### src/design/psu_seq_pkg.sv
// shared constants of the output enable sequencer
package psu_seq_pkg;
    // ----------------------------------------------------------------
    // timing
    // ----------------------------------------------------------------
    localparam int CLK_HZ = 10_000_000;
    localparam int TICK_US = 1000;
    localparam int CYC_PER_MS = CLK_HZ / 1000 * TICK_US / 1000;
    localparam int DEBOUNCE_MS = 20;
    // one spare tick because a change may land just before a tick
    localparam int DEBOUNCE_TICKS = DEBOUNCE_MS + 1;
    localparam int PG_DROP_MIN_MS = 2;
    localparam int PG_DROP_MAX_MS = 4;
    localparam int PG_DROP_TICKS = PG_DROP_MIN_MS + 1;
    localparam int INHIBIT_MS = 4200;
    localparam int INHIBIT_TICKS = INHIBIT_MS + 1;
    localparam int AC_LOSS_MS = 20;
    localparam int AC_LOSS_TICKS = AC_LOSS_MS + 1;
    localparam int TMR_W = 13;

    // ----------------------------------------------------------------
    // register map
    // ----------------------------------------------------------------
    localparam logic [3:0] CTRL_ADDR = 4'h0;
    localparam logic [3:0] STAT_ADDR = 4'h4;
    localparam int CTRL_ON_BIT = 0;
    localparam int CTRL_INV_BIT = 1;
    localparam logic CTRL_INV_RST = 1'b0;
    localparam int STAT_STATE_LSB = 0;
    localparam int STAT_REQ_BIT = 2;
    localparam int STAT_PIN_BIT = 3;
    localparam int STAT_SRC_BIT = 4;
    localparam int STAT_AC_BIT = 5;
    localparam int STAT_PG_BIT = 6;
    localparam int STAT_OUT_BIT = 7;
    localparam logic [31:0] UNMAPPED_DATA = 32'h0000_0000;

    typedef enum logic [1:0] {
        ST_IDLE,
        ST_RUN,
        ST_DROP,
        ST_INHIBIT
    } seq_state_t;
endpackage

### src/design/ms_tick_gen.sv
// divider producing a one-cycle enable each millisecond
`timescale 1ns/1ps
module ms_tick_gen #(
    parameter int CYCLES = psu_seq_pkg::CYC_PER_MS
) (
    // clock and reset
    input wire logic clk_sys,
    input wire logic reset,
    // tick
    output logic tick
);
    initial begin
        if (CYCLES < 2 || CYCLES > 65536) begin
            $error("ms_tick_gen: CYCLES out of range");
        end
    end

    logic [15:0] cnt_q;

    always_ff @(posedge clk_sys) begin
        if (reset || cnt_q == 16'(CYCLES - 1)) begin
            cnt_q <= 16'h0000;
        end else begin
            cnt_q <= cnt_q + 16'h0001;
        end
    end

    always_ff @(posedge clk_sys) begin
        if (reset) begin
            tick <= 1'b0;
        end else begin
            tick <= (cnt_q == 16'(CYCLES - 1));
        end
    end
endmodule

### src/design/level_debounce.sv
// accepts a level only after it stays unchanged for a number of ticks
`timescale 1ns/1ps
module level_debounce #(
    parameter int TICKS = psu_seq_pkg::DEBOUNCE_TICKS
) (
    // clock and reset
    input wire logic clk_sys,
    input wire logic reset,
    // sampling
    input wire logic tick,
    input wire logic rawLevel,
    // result
    output logic stableLevel,
    output logic changed
);
    initial begin
        if (TICKS < 1 || TICKS > 255) begin
            $error("level_debounce: TICKS out of range");
        end
    end

    logic [7:0] cnt_q;

    // any return to the stable level restarts the count, so a glitch never passes
    always_ff @(posedge clk_sys) begin
        if (reset || rawLevel == stableLevel) begin
            cnt_q <= 8'h00;
        end else if (tick) begin
            cnt_q <= cnt_q + 8'h01;
        end
    end

    always_ff @(posedge clk_sys) begin
        if (reset) begin
            stableLevel <= 1'b0;
            changed <= 1'b0;
        end else begin
            changed <= 1'b0;
            if (rawLevel != stableLevel && tick && cnt_q == 8'(TICKS - 1)) begin
                stableLevel <= rawLevel;
                changed <= 1'b1;
            end
        end
    end
endmodule

### src/design/psu_output_enable_sequencer.sv
// output enable sequencer: request filter, power-good, restart inhibit, leds
//
// Operation
// power-good is high only while outputs are on, all rails are in regulation and hold-up energy is stored.
// once AC input has been gone for more than 20 ms power-good goes low.
// the power-good LED follows power-good exactly.
// the standby LED is lit while the accepted output request is inactive; the code drives it from the debounced pin level (pinActive) only.
// a low request pin enables main and fan outputs; the standby supply is never touched here.
// a new request pin level is accepted only after it stays unchanged for 20 ms; the host holds changes that long.
// on an accepted inactive request power-good drops, 2 to 4 ms pass, then outputs go off and inhibit starts.
// after every turn-off the outputs stay off for at least 4.2 s whatever the request does.
// if the request is still active when inhibit ends the outputs come back on by themselves.
// between the pin and software on/off commands the most recent change wins.
// with the polarity option set the request pin is active high instead of active low.
// the AC LED is lit whenever AC input is present.
// power-good high promises at least 2 ms more of regulated output.
// all intervals run from one millisecond tick; reset clears counters and disables the outputs.
`timescale 1ns/1ps
module psu_output_enable_sequencer #(
    parameter int CYC_PER_MS = psu_seq_pkg::CYC_PER_MS
) (
    // clock and reset
    input wire logic clk_sys,
    input wire logic reset,
    // wishbone slave
    input wire logic wb_cyc_i,
    input wire logic wb_stb_i,
    input wire logic wb_we_i,
    input wire logic [3:0] wb_adr_i,
    input wire logic [3:0] wb_sel_i,
    input wire logic [31:0] wb_dat_i,
    output logic [31:0] wb_dat_o,
    output logic wb_ack_o,
    // host link and power stage status
    input wire logic outputRequestIn,
    input wire logic acPresent,
    input wire logic railsInRegulation,
    input wire logic holdUpReady,
    // power stage control and indicators
    output logic mainOutputEn,
    output logic auxFanOutputEn,
    output logic powerGood,
    output logic powerGoodLed,
    output logic standbyLed,
    output logic acLed
);
    initial begin
        if (CYC_PER_MS < 2) begin
            $error("psu_output_enable_sequencer: CYC_PER_MS too small");
        end
    end

    // ----------------------------------------------------------------
    // millisecond tick and request filter
    // ----------------------------------------------------------------
    logic msTick;
    logic invert_q;
    logic pinActive;
    logic pinChanged;
    logic pinRaw;

    ms_tick_gen #(
        .CYCLES(CYC_PER_MS)
    ) u_tick (
        .clk_sys(clk_sys),
        .reset(reset),
        .tick(msTick)
    );

    // pin is low-true unless the polarity option is set
    assign pinRaw = invert_q ? outputRequestIn : ~outputRequestIn;

    level_debounce #(
        .TICKS(psu_seq_pkg::DEBOUNCE_TICKS)
    ) u_deb (
        .clk_sys(clk_sys),
        .reset(reset),
        .tick(msTick),
        .rawLevel(pinRaw),
        .stableLevel(pinActive),
        .changed(pinChanged)
    );

    // ----------------------------------------------------------------
    // register bus
    // ----------------------------------------------------------------
    logic busReq;
    logic wrCtrl;
    logic swCmd_q;
    logic swLast_q;
    logic request_q;

    // only the word index is decoded, so byte offsets alias onto their word
    function automatic logic hits(input logic [3:0] adr, input logic [3:0] regAdr);
        hits = (adr[3:2] == regAdr[3:2]);
    endfunction

    assign busReq = wb_cyc_i && wb_stb_i && !wb_ack_o;
    assign wrCtrl = busReq && wb_we_i && wb_sel_i[0] && hits(wb_adr_i, psu_seq_pkg::CTRL_ADDR);

    always_ff @(posedge clk_sys) begin
        if (reset) begin
            wb_ack_o <= 1'b0;
        end else begin
            wb_ack_o <= busReq;
        end
    end

    always_ff @(posedge clk_sys) begin
        if (reset) begin
            invert_q <= psu_seq_pkg::CTRL_INV_RST;
            swCmd_q <= 1'b0;
        end else if (wrCtrl) begin
            invert_q <= wb_dat_i[psu_seq_pkg::CTRL_INV_BIT];
            swCmd_q <= wb_dat_i[psu_seq_pkg::CTRL_ON_BIT];
        end
    end

    // ----------------------------------------------------------------
    // request arbitration
    // ----------------------------------------------------------------
    // a software write counts as a command even if it repeats the value;
    // if both arrive in one cycle the software command is taken as later
    always_ff @(posedge clk_sys) begin
        if (reset) begin
            request_q <= 1'b0;
            swLast_q <= 1'b0;
        end else if (wrCtrl) begin
            request_q <= wb_dat_i[psu_seq_pkg::CTRL_ON_BIT];
            swLast_q <= 1'b1;
        end else if (pinChanged) begin
            request_q <= pinActive;
            swLast_q <= 1'b0;
        end
    end

    // ----------------------------------------------------------------
    // AC loss timer
    // ----------------------------------------------------------------
    logic [7:0] acLossCnt_q;
    logic acLost;

    always_ff @(posedge clk_sys) begin
        if (reset || acPresent) begin
            acLossCnt_q <= 8'h00;
        end else if (msTick && !acLost) begin
            acLossCnt_q <= acLossCnt_q + 8'h01;
        end
    end

    assign acLost = (acLossCnt_q >= 8'(psu_seq_pkg::AC_LOSS_TICKS));

    // ----------------------------------------------------------------
    // sequencer
    // ----------------------------------------------------------------
    psu_seq_pkg::seq_state_t state_q;
    logic [psu_seq_pkg::TMR_W-1:0] tmr_q;
    logic tmrDone;
    logic outputsOn;
    logic pgNext;

    assign tmrDone = (tmr_q == '0);
    assign outputsOn = (state_q == psu_seq_pkg::ST_RUN) || (state_q == psu_seq_pkg::ST_DROP);

    always_ff @(posedge clk_sys) begin
        if (reset) begin
            state_q <= psu_seq_pkg::ST_IDLE;
            tmr_q <= '0;
        end else begin
            if (msTick && !tmrDone) begin
                tmr_q <= tmr_q - 1'b1;
            end
            unique case (state_q)
                psu_seq_pkg::ST_IDLE: begin
                    if (request_q) begin
                        state_q <= psu_seq_pkg::ST_RUN;
                    end
                end
                psu_seq_pkg::ST_RUN: begin
                    if (!request_q) begin
                        state_q <= psu_seq_pkg::ST_DROP;
                        tmr_q <= psu_seq_pkg::TMR_W'(psu_seq_pkg::PG_DROP_TICKS);
                    end
                end
                psu_seq_pkg::ST_DROP: begin
                    // power-good already low; outputs stay up 2 to 3 ms
                    if (tmrDone) begin
                        state_q <= psu_seq_pkg::ST_INHIBIT;
                        tmr_q <= psu_seq_pkg::TMR_W'(psu_seq_pkg::INHIBIT_TICKS);
                    end
                end
                psu_seq_pkg::ST_INHIBIT: begin
                    // renewed requests wait here; a held request restarts alone
                    if (tmrDone) begin
                        state_q <= request_q ? psu_seq_pkg::ST_RUN : psu_seq_pkg::ST_IDLE;
                    end
                end
            endcase
        end
    end

    // ----------------------------------------------------------------
    // outputs
    // ----------------------------------------------------------------
    // power-good falls with the request, ahead of the outputs, so the
    // host always sees it low for the drop interval before rails go
    assign pgNext = (state_q == psu_seq_pkg::ST_RUN) && request_q && railsInRegulation
        && holdUpReady && !acLost;

    always_ff @(posedge clk_sys) begin
        if (reset) begin
            powerGood <= 1'b0;
            powerGoodLed <= 1'b0;
        end else begin
            powerGood <= pgNext;
            powerGoodLed <= pgNext;
        end
    end

    always_ff @(posedge clk_sys) begin
        if (reset) begin
            mainOutputEn <= 1'b0;
            auxFanOutputEn <= 1'b0;
            standbyLed <= 1'b0;
            acLed <= 1'b0;
        end else begin
            mainOutputEn <= outputsOn;
            auxFanOutputEn <= outputsOn;
            standbyLed <= !pinActive;
            acLed <= acPresent;
        end
    end

    // ----------------------------------------------------------------
    // read data
    // ----------------------------------------------------------------
    always_ff @(posedge clk_sys) begin
        if (reset) begin
            wb_dat_o <= 32'h0000_0000;
        end else if (busReq && !wb_we_i) begin
            if (hits(wb_adr_i, psu_seq_pkg::CTRL_ADDR)) begin
                wb_dat_o <= {30'h0000_0000, invert_q, swCmd_q};
            end else if (hits(wb_adr_i, psu_seq_pkg::STAT_ADDR)) begin
                wb_dat_o <= {24'h00_0000, outputsOn, powerGood, acPresent, swLast_q,
                    pinActive, request_q, state_q};
            end else begin
                wb_dat_o <= psu_seq_pkg::UNMAPPED_DATA;
            end
        end
    end
endmodule

### config.mk
export PLATFORM = sky130hd
export DESIGN_NAME = psu_output_enable_sequencer
export DESIGN_NICKNAME = d
export VERILOG_FILES = /design/src/design/psu_seq_pkg.sv /design/src/design/ms_tick_gen.sv /design/src/design/level_debounce.sv /design/src/design/psu_output_enable_sequencer.sv
export SDC_FILE = /design/constraint.sdc
export NUM_CORES = 1
export LEC_CHECK = 0
export BUFFER_PORTS_ARGS = -buffer_cell sky130_fd_sc_hd__buf_2
export CAP_MARGIN = 30
export CORE_ASPECT_RATIO = 1.75
export CORE_UTILIZATION = 31
export DETAILED_ROUTE_END_ITERATION = 6
export SYNTH_ARGS = -nofsm -noshare
export SYNTH_HDL_FRONTEND = slang
export SYNTH_SLANG_ARGS = --single-unit
### constraint.sdc
create_clock -name clk_sys -period 2.44 [get_ports clk_sys]
set_input_delay 0.244 -clock clk_sys [delete_from_list [all_inputs] [get_ports clk_sys]]
set_output_delay 0.244 -clock clk_sys [all_outputs]
set_load 0.02 [all_outputs]
; Yosys cells after proc, flatten, opt, wreduce, memory -nomap -nowiden
; Cells that the tools add are included.
[totals]
ff_bits = 91
input_bits = 49
out_inout_bits = 39
word_cells = 82
[op_classes]
n_addsub = 4
order_cmp = 1
n_eq_ne = 12
mux = 18
bitwise = 1
n_reduce_logical = 28
[op_table]
columns = cell, n
row1 = $mux 13, 3
row2 = $pmux 13 s2, 1
row3 = $add 16x1->16 const B, 1
row4 = $add 8x1->8 const B, 2
row5 = $eq 16x14->1 const B, 1
row6 = $mux 8, 2
row7 = $logic_and 1x1->1, 14
row8 = $logic_not 13->1, 1
row9 = $sub 13x1->13 const B, 1
row10 = $eq 8x5->1 const B, 1
row11 = $ge 8x5->1 const B, 1
row12 = $mux 2, 4
row13 = $ne 2x2->1 const B, 4
row14 = $pmux 2 s4, 1
row15 = $mux 1, 7
row16 = $logic_not 1->1, 5
row17 = $eq 2x1->1 const B, 2
row18 = $eq 2x2->1 const B, 2
row19 = $logic_not 2->1, 2
row20 = $logic_or 1x1->1, 4
row21 = $reduce_and 4->1, 1
row22 = $reduce_bool 2->1, 1
row23 = $eq 1x1->1, 1
row24 = $ne 1x1->1, 1
row25 = $not 1->1, 1

; Longest topological paths before layout
; Gate-level depths: netlist (run 1).
[depth]
depth_word = 6
depth_mapped = 7
depth_no_buf = 7

; By module
; Synthesis (run 1) repeated with hierarchy kept, for this count alone.
[hier_totals]
cells_unflattened = 375
hier_area_um2 = 3368.2
[by_module_without_submodules]
columns = mod, n_inst, cells_per_inst, area_per_inst_um2, seq_area_each_um2
row1 = psu_output_enable_sequencer, 1, 246, 2143.3, 800.8
row2 = ms_tick_gen, 1, 78, 760.7, 340.3
row3 = level_debounce, 1, 51, 464.2, 200.2

; Worst setup path before layout (run 1)
; Ideal clock, no wire load.
[synth_timing]
kind = reg-to-reg
from = register tmr_q[0] in the netlist's numbering
to = register tmr_q[1] in the netlist's numbering
setup_time_ps = 95
t_arrival_ps = 2063
slack_ps = 282
stages_incl_launch_ff = 8
path_cell_list = dfxtp_1 -> inv_1 -> ha_1 -> or4b_1 -> nor4_4 -> or2b_2 -> mux2_2 -> a221oi_1
[synth_between]
elab_chain_cells = 6
[synth_rtl]
columns = item, line
row1 = "start, declared", psu_output_enable_sequencer.sv:157  ; logic [psu_seq_pkg::TMR_W-1:0] tmr_q;
row2 = "start signal, assigned", psu_output_enable_sequencer.sv:171  ; tmr_q <= tmr_q - 1'b1;
row3 = "start signal, assigned", psu_output_enable_sequencer.sv:182  ; tmr_q <= psu_seq_pkg::TMR_W'(psu_seq_pkg::PG_DROP_TICKS);
row4 = "start signal, assigned", psu_output_enable_sequencer.sv:189  ; tmr_q <= psu_seq_pkg::TMR_W'(psu_seq_pkg::INHIBIT_TICKS);
row5 = branches (longest 5 deep; another with $sub 13x1->13), n/a
row6 = $pmux 13 s2 *, psu_output_enable_sequencer.sv:173  ; unique case (state_q)
; Every way passes the cells marked *.
; A chain may end at the register's enable or synchronous reset.

; Worst setup path in the final report (run 1)
; Same ends and word-level chain as after synthesis.

==> impl_metrics.ini, run 1 <==
[placement]
port_buffers = 28
dpl.hpwl_um = 4570
globalplace.congestion = 0.771
place_ws_ps = 288

[logic_synthesis]
syn_avg_cell_area_um2 = 8.85
dominantRegCellSynth = dfxtp_1
synth_edf_count = 0
synthArstFlopShare_pct = 0
synthDistinctLibCells = 46
syn-instance-count = 361
syn-cell-area_um2 = 3200
synth_warnings = 0
ys_seq_area_share_pct = 42.0
ys_ff_latch = 67

[routing]
drt-initial-drc-count = 83
vias = 2433
drt_wl_total_um = 6080
drc = 0
first_pass_iters = 4
routedWlPerCell_um = 11.7
drt-vias-per-instance = 4.66
ant_nets = 0

[critical_path]
worst_ep_arrival_time_ps = 2370
cp.required_ps = 2660
path_class = register to register
cpMaxStageDelayCell = or4b_1
cp-end-kind = register
max_stage_delay_ps = 520
start_kind = register
critical_path.cell_chain = inv_1 -> ha_1 -> or4b_1 -> nor4_4 -> or2b_2 -> mux2_2 -> a221oi_1
cp_max_fo = 3

[clock_network]
cts_resized = 0
postCtsSetupBuffers = 0
cts_buffer_depth = 2
cts_tree = done
postCtsHoldBufs = 0
htree_num_levels = 3
clkLatencyLatePin_ps = 330
cts_buffers = 9
cts.sink_count = 67
root_buffer = clkbuf_16
cts.reportedPaths.clkPinSlew_ps = 60

[finish]
nNetsFinal = 453
final_common_cell = dfxtp_1
fin_util_pct = 37.1
diodes = 0
final_cell_mix = 67 x dfxtp_1, 53 x nor2_1, 28 x buf_2, 24 x conb_1, 23 x nand2_1
drive_above_1_share_pct = 14.9
area_growth_syn_to_layout_pct = 15.8

[flow_run]
cap_viol_max_count = 0

[floorplan]
rows = 48
die-area_um2 = 10700
io_pins = 88
core_region_area_um2 = 9970
initial_utilization_pct = 32.1
fp.dieH_um = 136
die_x_um = 78.8

[sta]
tightest_slew_ps = 575
finalMaxSlewViolations = 0
grt_setup_unrepaired = no
max_freq_mhz = 465
final.setup.tns_ps = 0
period_share_pct = 88.1
min_period_ps = 2150
slew_headroom_pct = 61.7
setup_viol = 0
skew_ps = 4.21
finalHoldViolCount = 0
fin_ws_ps = 289
hold_ws_ps = 149

[global_routing]
grt_pass1_vias = 2385
grt_pass1_wl_um = 10300
grt_max_degree = 24
grtUsageTotal_pct = 12.4
grt.overflow.total = 0
antenna_found_initial = 0

[worst_hold_path]
hold_class = input port to register

[power_and_ir_drop]
irDropWorstVdd_mv = 0.376
power.density_nw_per_um2 = 758
power_leakage_nw = 1.44

[run_status]
status = completed
[cells by family (layout without fill, tap and decap cells)]
family | count (synthesis) | count (layout) | share of synthesized area (%)
AO/OA/AOI/OAI | 36 | 36 | 7.67
other | 1 | 24 | 0.117
AND/OR/NAND/NOR | 155 | 155 | 24.9
flip-flops | 67 | 67 | 42.0
buffers and inverters | 48 | 61 | 8.69
multiplexers | 9 | 9 | 2.86
adder cells (fa/ha/maj) | 12 | 12 | 4.70
XOR/XNOR | 33 | 33 | 9.04
[worst paths after layout]
| kind | startpoint | endpoint | slack, ps | cells after the start |
|---|---|---|---|---|
| setup reg to reg | tmr_q[0] | tmr_q[1] | 290 | 7 |
| hold / removal | railsInRegulation | powerGoodLed | 150 | 3 |
| hold reg to reg | wb_dat_o[3] | wb_dat_o[3] | 450 | 2 |
| setup / recovery | tmr_q[0] | tmr_q[1] | 290 | 7 |
[per-layer routing]
layer	GRT usage, %	up-vias	routed length [µm]
li1	-	1238	-
met1	12.7	1130	2410
met2	21.6	49	3220
met3	3.62	16	221
met4	8.44	0	223
met5	0	-	0
[report_power, final]
| part | internal (W) | switching [W] |
|---|---|---|
| Clock | 0.000922 | 0.000458 |
| Sequential | 0.00112 | 0.0000169 |
| Combinational | 0.000104 | 0.000186 |
| Total | 0.00214 | 0.000660 |
[Yosys cell counts, types with 3 or more instances]
| cell | n | share of area (%) |
|---|---|---|
| buf_4 | 26 | 6.1 |
| dfxtp_1 | 67 | 42 |
| and3_1 | 3 | 0.59 |
| nor2_1 | 53 | 6.2 |
| nand4_1 | 5 | 0.98 |
| or2_2 | 4 | 0.78 |
| mux2i_1 | 8 | 2.5 |
| nand2b_1 | 5 | 0.98 |
| inv_1 | 13 | 1.5 |
| nand3_1 | 17 | 2.7 |
| or3_1 | 6 | 1.2 |
| xnor2_1 | 18 | 4.9 |
| a21oi_1 | 16 | 2.5 |
| xor2_1 | 15 | 4.1 |
| nor4b_1 | 4 | 1.1 |
| o21ai_0 | 4 | 0.63 |
| nor3_1 | 10 | 1.6 |
| nand2_1 | 23 | 2.7 |
| clkbuf_1 | 9 | 1.1 |
| nor4_1 | 5 | 0.98 |
| and2_1 | 3 | 0.59 |
| nor2b_1 | 7 | 1.4 |
| ha_1 | 12 | 4.7 |
| o22ai_1 | 3 | 0.59 |
[cell type report]
type,instances,area [µm²]
Clock buffer,12,246
Clock inverter,4,73.8
Sequential cell,67,1340
Multi-Input combinational cell,269,1660
Inverter,13,48.8
Timing Repair Buffer,32,170
Fill cell,1053,6270
Tap cell,125,156
[registers in the layout (all words and copies together) (netlist names)]
| signal | cells |
|---|---|
| swLast_q | 1 |
| invert_q | 1 |
| u_deb.stableLevel | 1 |
| acLed | 1 |
| tmr_q | 13 |
| u_deb.changed | 1 |
| u_tick.tick | 1 |
| wb_dat_o | 8 |
| request_q | 1 |
| u_deb.cnt_q | 8 |
| standbyLed | 1 |
| auxFanOutputEn | 1 |
| u_tick.cnt_q | 16 |
| powerGoodLed | 1 |
| wb_ack_o | 1 |
| swCmd_q | 1 |
| acLossCnt_q | 8 |
| state_q | 2 |
[worst max-delay path: cells and delay by family, from the launching register on]
family	cells	cell delay, ps
DFF	1	300
and+or+nand+nor	3	870
buffers and inverters	1	100
AOI/OAI and AO/OA	1	310
adders and majority gates	1	150
muxes	1	320
[metrics by stage]
step	area (µm²)	instances	power, W
global placement	3380	506	0.00145
finish	3700	522	0.00280
detailed placement	3380	506	0.00145
floorplan	3280	384	0.00141
CTS	3700	522	0.00284
global route	3700	522	0.00293
Power figures use the tool's default switching activity.
==> run 2: changes to the inputs <==
- CELL_PAD_IN_SITES_DETAIL_PLACEMENT: unset -> 0
- CELL_PAD_IN_SITES_GLOBAL_PLACEMENT: unset -> 1
- PLACE_DENSITY_LB_ADDON: unset -> 0.1
==> run 2 against run 1 <==
Effect of this change:
- clock skew barely moved
- utilization decreased by 0.59 points
- first-iteration DRC count decreased by 23%
- count of clock-buffer cells in the layout stayed put
- setup slack worse by 39 ps
==> impl_metrics.ini, run 2 (synthesis gave the netlist of run 1 again) <==
[routing]
drt_wl_total_um = 6830
ant_nets = 0
routedWlPerCell_um = 13.1
vias = 2416
drt-initial-drc-count = 64
drc = 0
drt-vias-per-instance = 4.64
first_pass_iters = 4

[clock_network]
htree_num_levels = 3
cts_buffers = 9
clkLatencyLatePin_ps = 320
postCtsSetupBuffers = 0
cts_tree = done
cts_buffer_depth = 2
root_buffer = clkbuf_16
cts_resized = 0
cts.reportedPaths.clkPinSlew_ps = 50
postCtsHoldBufs = 0
cts.sink_count = 67

[sta]
slew_headroom_pct = 58.8
finalMaxSlewViolations = 0
finalHoldViolCount = 0
skew_ps = 4.07
fin_ws_ps = 251
grt_setup_unrepaired = no
min_period_ps = 2190
final.setup.tns_ps = 0
period_share_pct = 89.7
tightest_slew_ps = 618
max_freq_mhz = 457
setup_viol = 0

[global_routing]
grt_max_degree = 34
grt_pass1_vias = 2374
antenna_found_initial = 0
grt.overflow.total = 0
grt_pass1_wl_um = 11200
grtUsageTotal_pct = 13.9

[critical_path]
worst_ep_arrival_time_ps = 2410
cp-end-kind = register
path_class = register to register
cp.required_ps = 2660
start_kind = register
cp_max_fo = 3

[floorplan]
die_x_um = 78.8
die-area_um2 = 10700
io_pins = 88
rows = 48
initial_utilization_pct = 32.1
fp.dieH_um = 136
core_region_area_um2 = 9970

[flow_run]
cap_viol_max_count = 0

[finish]
diodes = 0
final_common_cell = dfxtp_1
largest_register_ffs = 16
final_cell_mix = 67 x dfxtp_1, 53 x nor2_1, 28 x buf_2, 24 x conb_1, 23 x nand2_1
area_growth_syn_to_layout_pct = 13.9
nNetsFinal = 453
drive_above_1_share_pct = 14.6
top_register = u_tick.cnt_q
largestRegisters = u_tick.cnt_q x16, tmr_q x13
postLayoutCellArea_um2 = 3640

[power_and_ir_drop]
power_leakage_nw = 1.42
power.density_nw_per_um2 = 709
irDropWorstVdd_mv = 0.360

[placement]
place_ws_ps = 259
placed_area_um2 = 3380
port_buffers = 28
globalplace.congestion = 0.670
dpl.hpwl_um = 5120

[worst_hold_path]
hold_class = input port to register

[run_status]
status = completed
run 2: path summary, 6_finish.rpt:
check,from,cells after the start,end,slack (ps)
max,tmr_q[0],7,tmr_q[1],250
min,railsInRegulation,3,powerGoodLed,140
max reg2reg,tmr_q[0],7,tmr_q[1],250
min reg2reg,wb_dat_o[6],2,wb_dat_o[6],450
run 2: power breakdown:
part	internal [W]	switching (W)	leakage [nW]	total [W]
logic	0.000104	0.000193	0.747	0.000297
clock network	0.000704	0.000443	0.132	0.00115
registers	0.00112	0.0000175	0.541	0.00114
total	0.00193	0.000654	1.42	0.00258
run 2: final cells by class:
cell class / instances / area, µm²
clock inverter: 3 / 15.0
sequential: 67 / 1340
clock buffer: 12 / 246
inverter: 13 / 48.8
fill: 1104 / 6330
timing repair buffer: 32 / 170
tap: 125 / 156
multi-input combinational: 269 / 1660
run 2: critical path, cell delays in order (launching register included):
cell and delay, ps:
dfxtp_1 300, inv_1 110, ha_1 150, or4b_1 530, nor4_4 200, or2b_2 180
mux2_2 320, a221oi_1 290
run 2: per-stage QoR:
step | power (W) | cells | hold slack [ps] | utilization, %
4_1_cts | 0.00263 | 521 | 132 | 36.5
6_report | 0.00258 | 521 | 144 | 36.5
3_5_place_dp | 0.00146 | 506 | 448 | 33.9
2_1_floorplan | 0.00141 | 384 | 363 | -
3_3_place_gp | 0.00146 | 506 | 442 | 33.9
5_1_grt | 0.00270 | 521 | 159 | 36.5
run 2: routing by layer:
metal  global-route usage [%]  part of all wire (%)  up-vias  wire length [µm]
met5                        0                     0        -                 0
met4                     7.82                   2.5        0               170
met3                     2.95                   2.2       12               147
met2                     26.0                    57       26              3880
met1                     13.7                    38     1149              2620
li1                         -                     -     1229                 -
==> run 3: changes to the inputs <==
- ABC_AREA: unset -> 1
==> run 3 against run 2 <==
Effect of this change:
- count of clock-buffer cells in the layout up 2
- critical path depth up 4
- setup slack better by 440 ps
- sequential power up 4%
- via count up 13%
- final area up 5.3%
- die area up 5.2%
- largest power group unchanged
==> impl_metrics.ini, run 3 <==
[floorplan]
fp.dieH_um = 140
initial_utilization_pct = 31.6
rows = 50
die-area_um2 = 11300
die_x_um = 80.8
core_region_area_um2 = 10600
io_pins = 88

[critical_path]
cp.required_ps = 2660
worst_ep_arrival_time_ps = 1970
r2r_end = u_tick.cnt_q[9]
max_stage_delay_ps = 350
worstSetupStartpoint = u_tick.cnt_q[0]
cpMaxStageDelayCell = dfxtp_1
critPathMostFrequentCell = inv_1
r2r_cells = 11
cp_max_fo = 7
r2r_setup_slack_ps = 700
path_class = register to register
cp-end-kind = register
start_kind = register
reg2reg_from = u_tick.cnt_q[0]
critical_path.cell_chain = ha_1 -> nand2_2 -> nor2_4 -> inv_1 -> nor2_1 -> nand3_1 -> nand2_1 -> buf_4 -> a21oi_1 -> o21ai_0 -> inv_1

[power_and_ir_drop]
p_comb_share_pct = 18.7
power_leakage_nw = 1.70
irDropWorstVdd_mv = 0.415
switching_share_pct = 29.3
power.density_nw_per_um2 = 791
p_int_w = 0.00214
clock_power_share_pct = 42.3
sequentialPowerShare_pct = 39.0
switching_power_w = 0.000888

[finish]
multi_input_area_um2 = 1620
fillCellCount = 1149
diodes = 0
seq_area_um2 = 1340
largest_register_ffs = 16
area_growth_syn_to_layout_pct = 13.9
top_register = u_tick.cnt_q
largestRegisters = u_tick.cnt_q x16, tmr_q x13
drive_above_1_share_pct = 14.9
nNetsFinal = 545
fin_util_pct = 36.0
final_cell_mix = 67 x inv_1, 67 x dfxtp_1, 63 x nor2_1, 57 x nand2_1, 32 x a21oi_1

[sta]
grt_setup_unrepaired = no
finalHoldViolCount = 0
fin_ws_ps = 695
tightest_slew_ps = 650
finalMaxSlewViolations = 0
slew_headroom_pct = 56.5
period_share_pct = 71.5
min_period_ps = 1740
final.setup.tns_ps = 0
max_freq_mhz = 573
skew_ps = 5.58
setup_viol = 0
hold_ws_ps = 176

[global_routing]
grt_pass1_vias = 2605
grt.overflow.total = 0
grtUsageTotal_pct = 14.6
antenna_found_initial = 0
grt_pass1_wl_um = 12200
grt_max_degree = 19

[clock_network]
root_buffer = clkbuf_16
cts.sink_count = 67
clkLatencyLatePin_ps = 330
cts_buffers = 9
htree_num_levels = 3
cts_resized = 0
cts.reportedPaths.clkPinSlew_ps = 50
cts_buffer_depth = 2
postCtsSetupBuffers = 0
cts_tree = done
postCtsHoldBufs = 0

[logic_synthesis]
synth.top_cells.by_count = 67 x dfxtp_1, 67 x inv_1, 63 x nor2_1, 57 x nand2_1, 32 x a21oi_1
dominantRegCellSynth = dfxtp_1
ys_seq_area_share_pct = 39.9
synth.top_cells.by_area = dfxtp_1 40%, inv_1 7.5%, nor2_1 7.0%
syn-cell-area_um2 = 3370
synth_top_family_by_area = simple AND/OR/NAND/NOR gates
syn_avg_cell_area_um2 = 7.46
syn-instance-count = 451
synth_edf_count = 0
ys_ff_latch = 67
synthDistinctLibCells = 40
synth_mux_area_share_pct = 0
synthSimpleGateAreaFrac_pct = 26.9
synth_xor_area_share_pct = 2.83
synth_compound_area_share_pct = 11.3
synth_top_area_cell = dfxtp_1
synth_warnings = 0
synth_adder_area_share_pct = 4.46
synth.top_cell.area_share_pct = 39.9
synthArstFlopShare_pct = 0

[routing]
drc = 0
first_pass_iters = 4
drt-vias-per-instance = 4.40
vias = 2725
routedWlPerCell_um = 12.1
ant_nets = 0
drt-initial-drc-count = 89
drt_wl_total_um = 7480

[placement]
place_ws_ps = 681
dpl.hpwl_um = 5780
globalplace.congestion = 0.730
port_buffers = 28

[worst_hold_path]
hold_class = input port to register
min_to = powerGoodLed
holdPathStages = 3
hp-start = railsInRegulation

[run_status]
status = completed

[flow_run]
cap_viol_max_count = 0
-- run 3: changes by cell type after synthesis, sizes merged, moves of 11 or more --
cell	change
inv	+57
nand2	+42
nor2	+22
o21ai	+20
a21oi	+17
xnor2	-12
xor2	-11
-- run 3: power groups by stage --
stage          clock [W]  combinational [W]  sequential [W]
2_1_floorplan          0           0.000467         0.00122
5_1_grt          0.00138           0.000649         0.00119
4_1_cts          0.00132           0.000577         0.00118
3_3_place_gp           0           0.000576         0.00121
6_report         0.00128           0.000567         0.00118
3_5_place_dp           0           0.000573         0.00121
-- run 3: cells by family (layout without fill, tap and decap cells) --
logic type,Yosys count,after routing
AOI/OAI and AO/OA,68,68
xor gates and xnor gates,10,10
adders and majority gates,12,12
buffers and inverters,101,116
DFF,67,67
other,1,24
and+or+nand+nor,192,192
-- run 3: worst max path at each step --
| stage | slack, ps | endpoint | cells after the start |
|---|---|---|---|
| 2_1_floorplan | 990 | tmr_q[10] | 11 |
| 3_3_place_gp | 690 | u_tick.cnt_q[9] | 11 |
| 3_5_place_dp | 680 | u_tick.cnt_q[9] | 11 |
| 4_1_cts | 670 | u_tick.cnt_q[9] | 11 |
| 5_1_grt | 470 | u_tick.cnt_q[9] | 11 |
| 6_report | 700 | u_tick.cnt_q[9] | 11 |
-- run 3: layer usage --
layer	up-vias	wire length (µm)	global-route usage [%]	part of all wire (%)
met1	1234	2950	14.4	39
met2	29	4130	26.8	55
li1	1453	-	-	-
met5	-	0	0	0
met3	9	245	4.52	3.3
met4	0	148	6.48	2.0
-- run 3: worst max-delay path, delay by kind of cell (launching register included) --
kind	cells	cell delay [ps]
adder cells (fa/ha/maj)	1	190
flip-flops	1	350
buffers and inverters	3	320
AND/OR/NAND/NOR	5	660
AO/OA/AOI/OAI	2	120
-- run 3: through the flow --
| step | cell area [µm²] | total power (W) | instances |
|---|---|---|---|
| after floorplan | 3450 | 0.00168 | 474 |
| after global placement | 3540 | 0.00178 | 603 |
| after detailed placement | 3540 | 0.00178 | 603 |
| after CTS | 3830 | 0.00308 | 619 |
| after global routing | 3830 | 0.00322 | 619 |
| final | 3830 | 0.00303 | 619 |
-- run 3: cell type report --
cell class                 instances  share of cell area [%]
tap                              130                    4.24
clock inverter                     2                   0.914
clock buffer                      14                    6.63
timing repair buffer              30                    4.05
inverter                          70                    6.86
multi-input combinational        306                    42.3
sequential                        67                    35.0
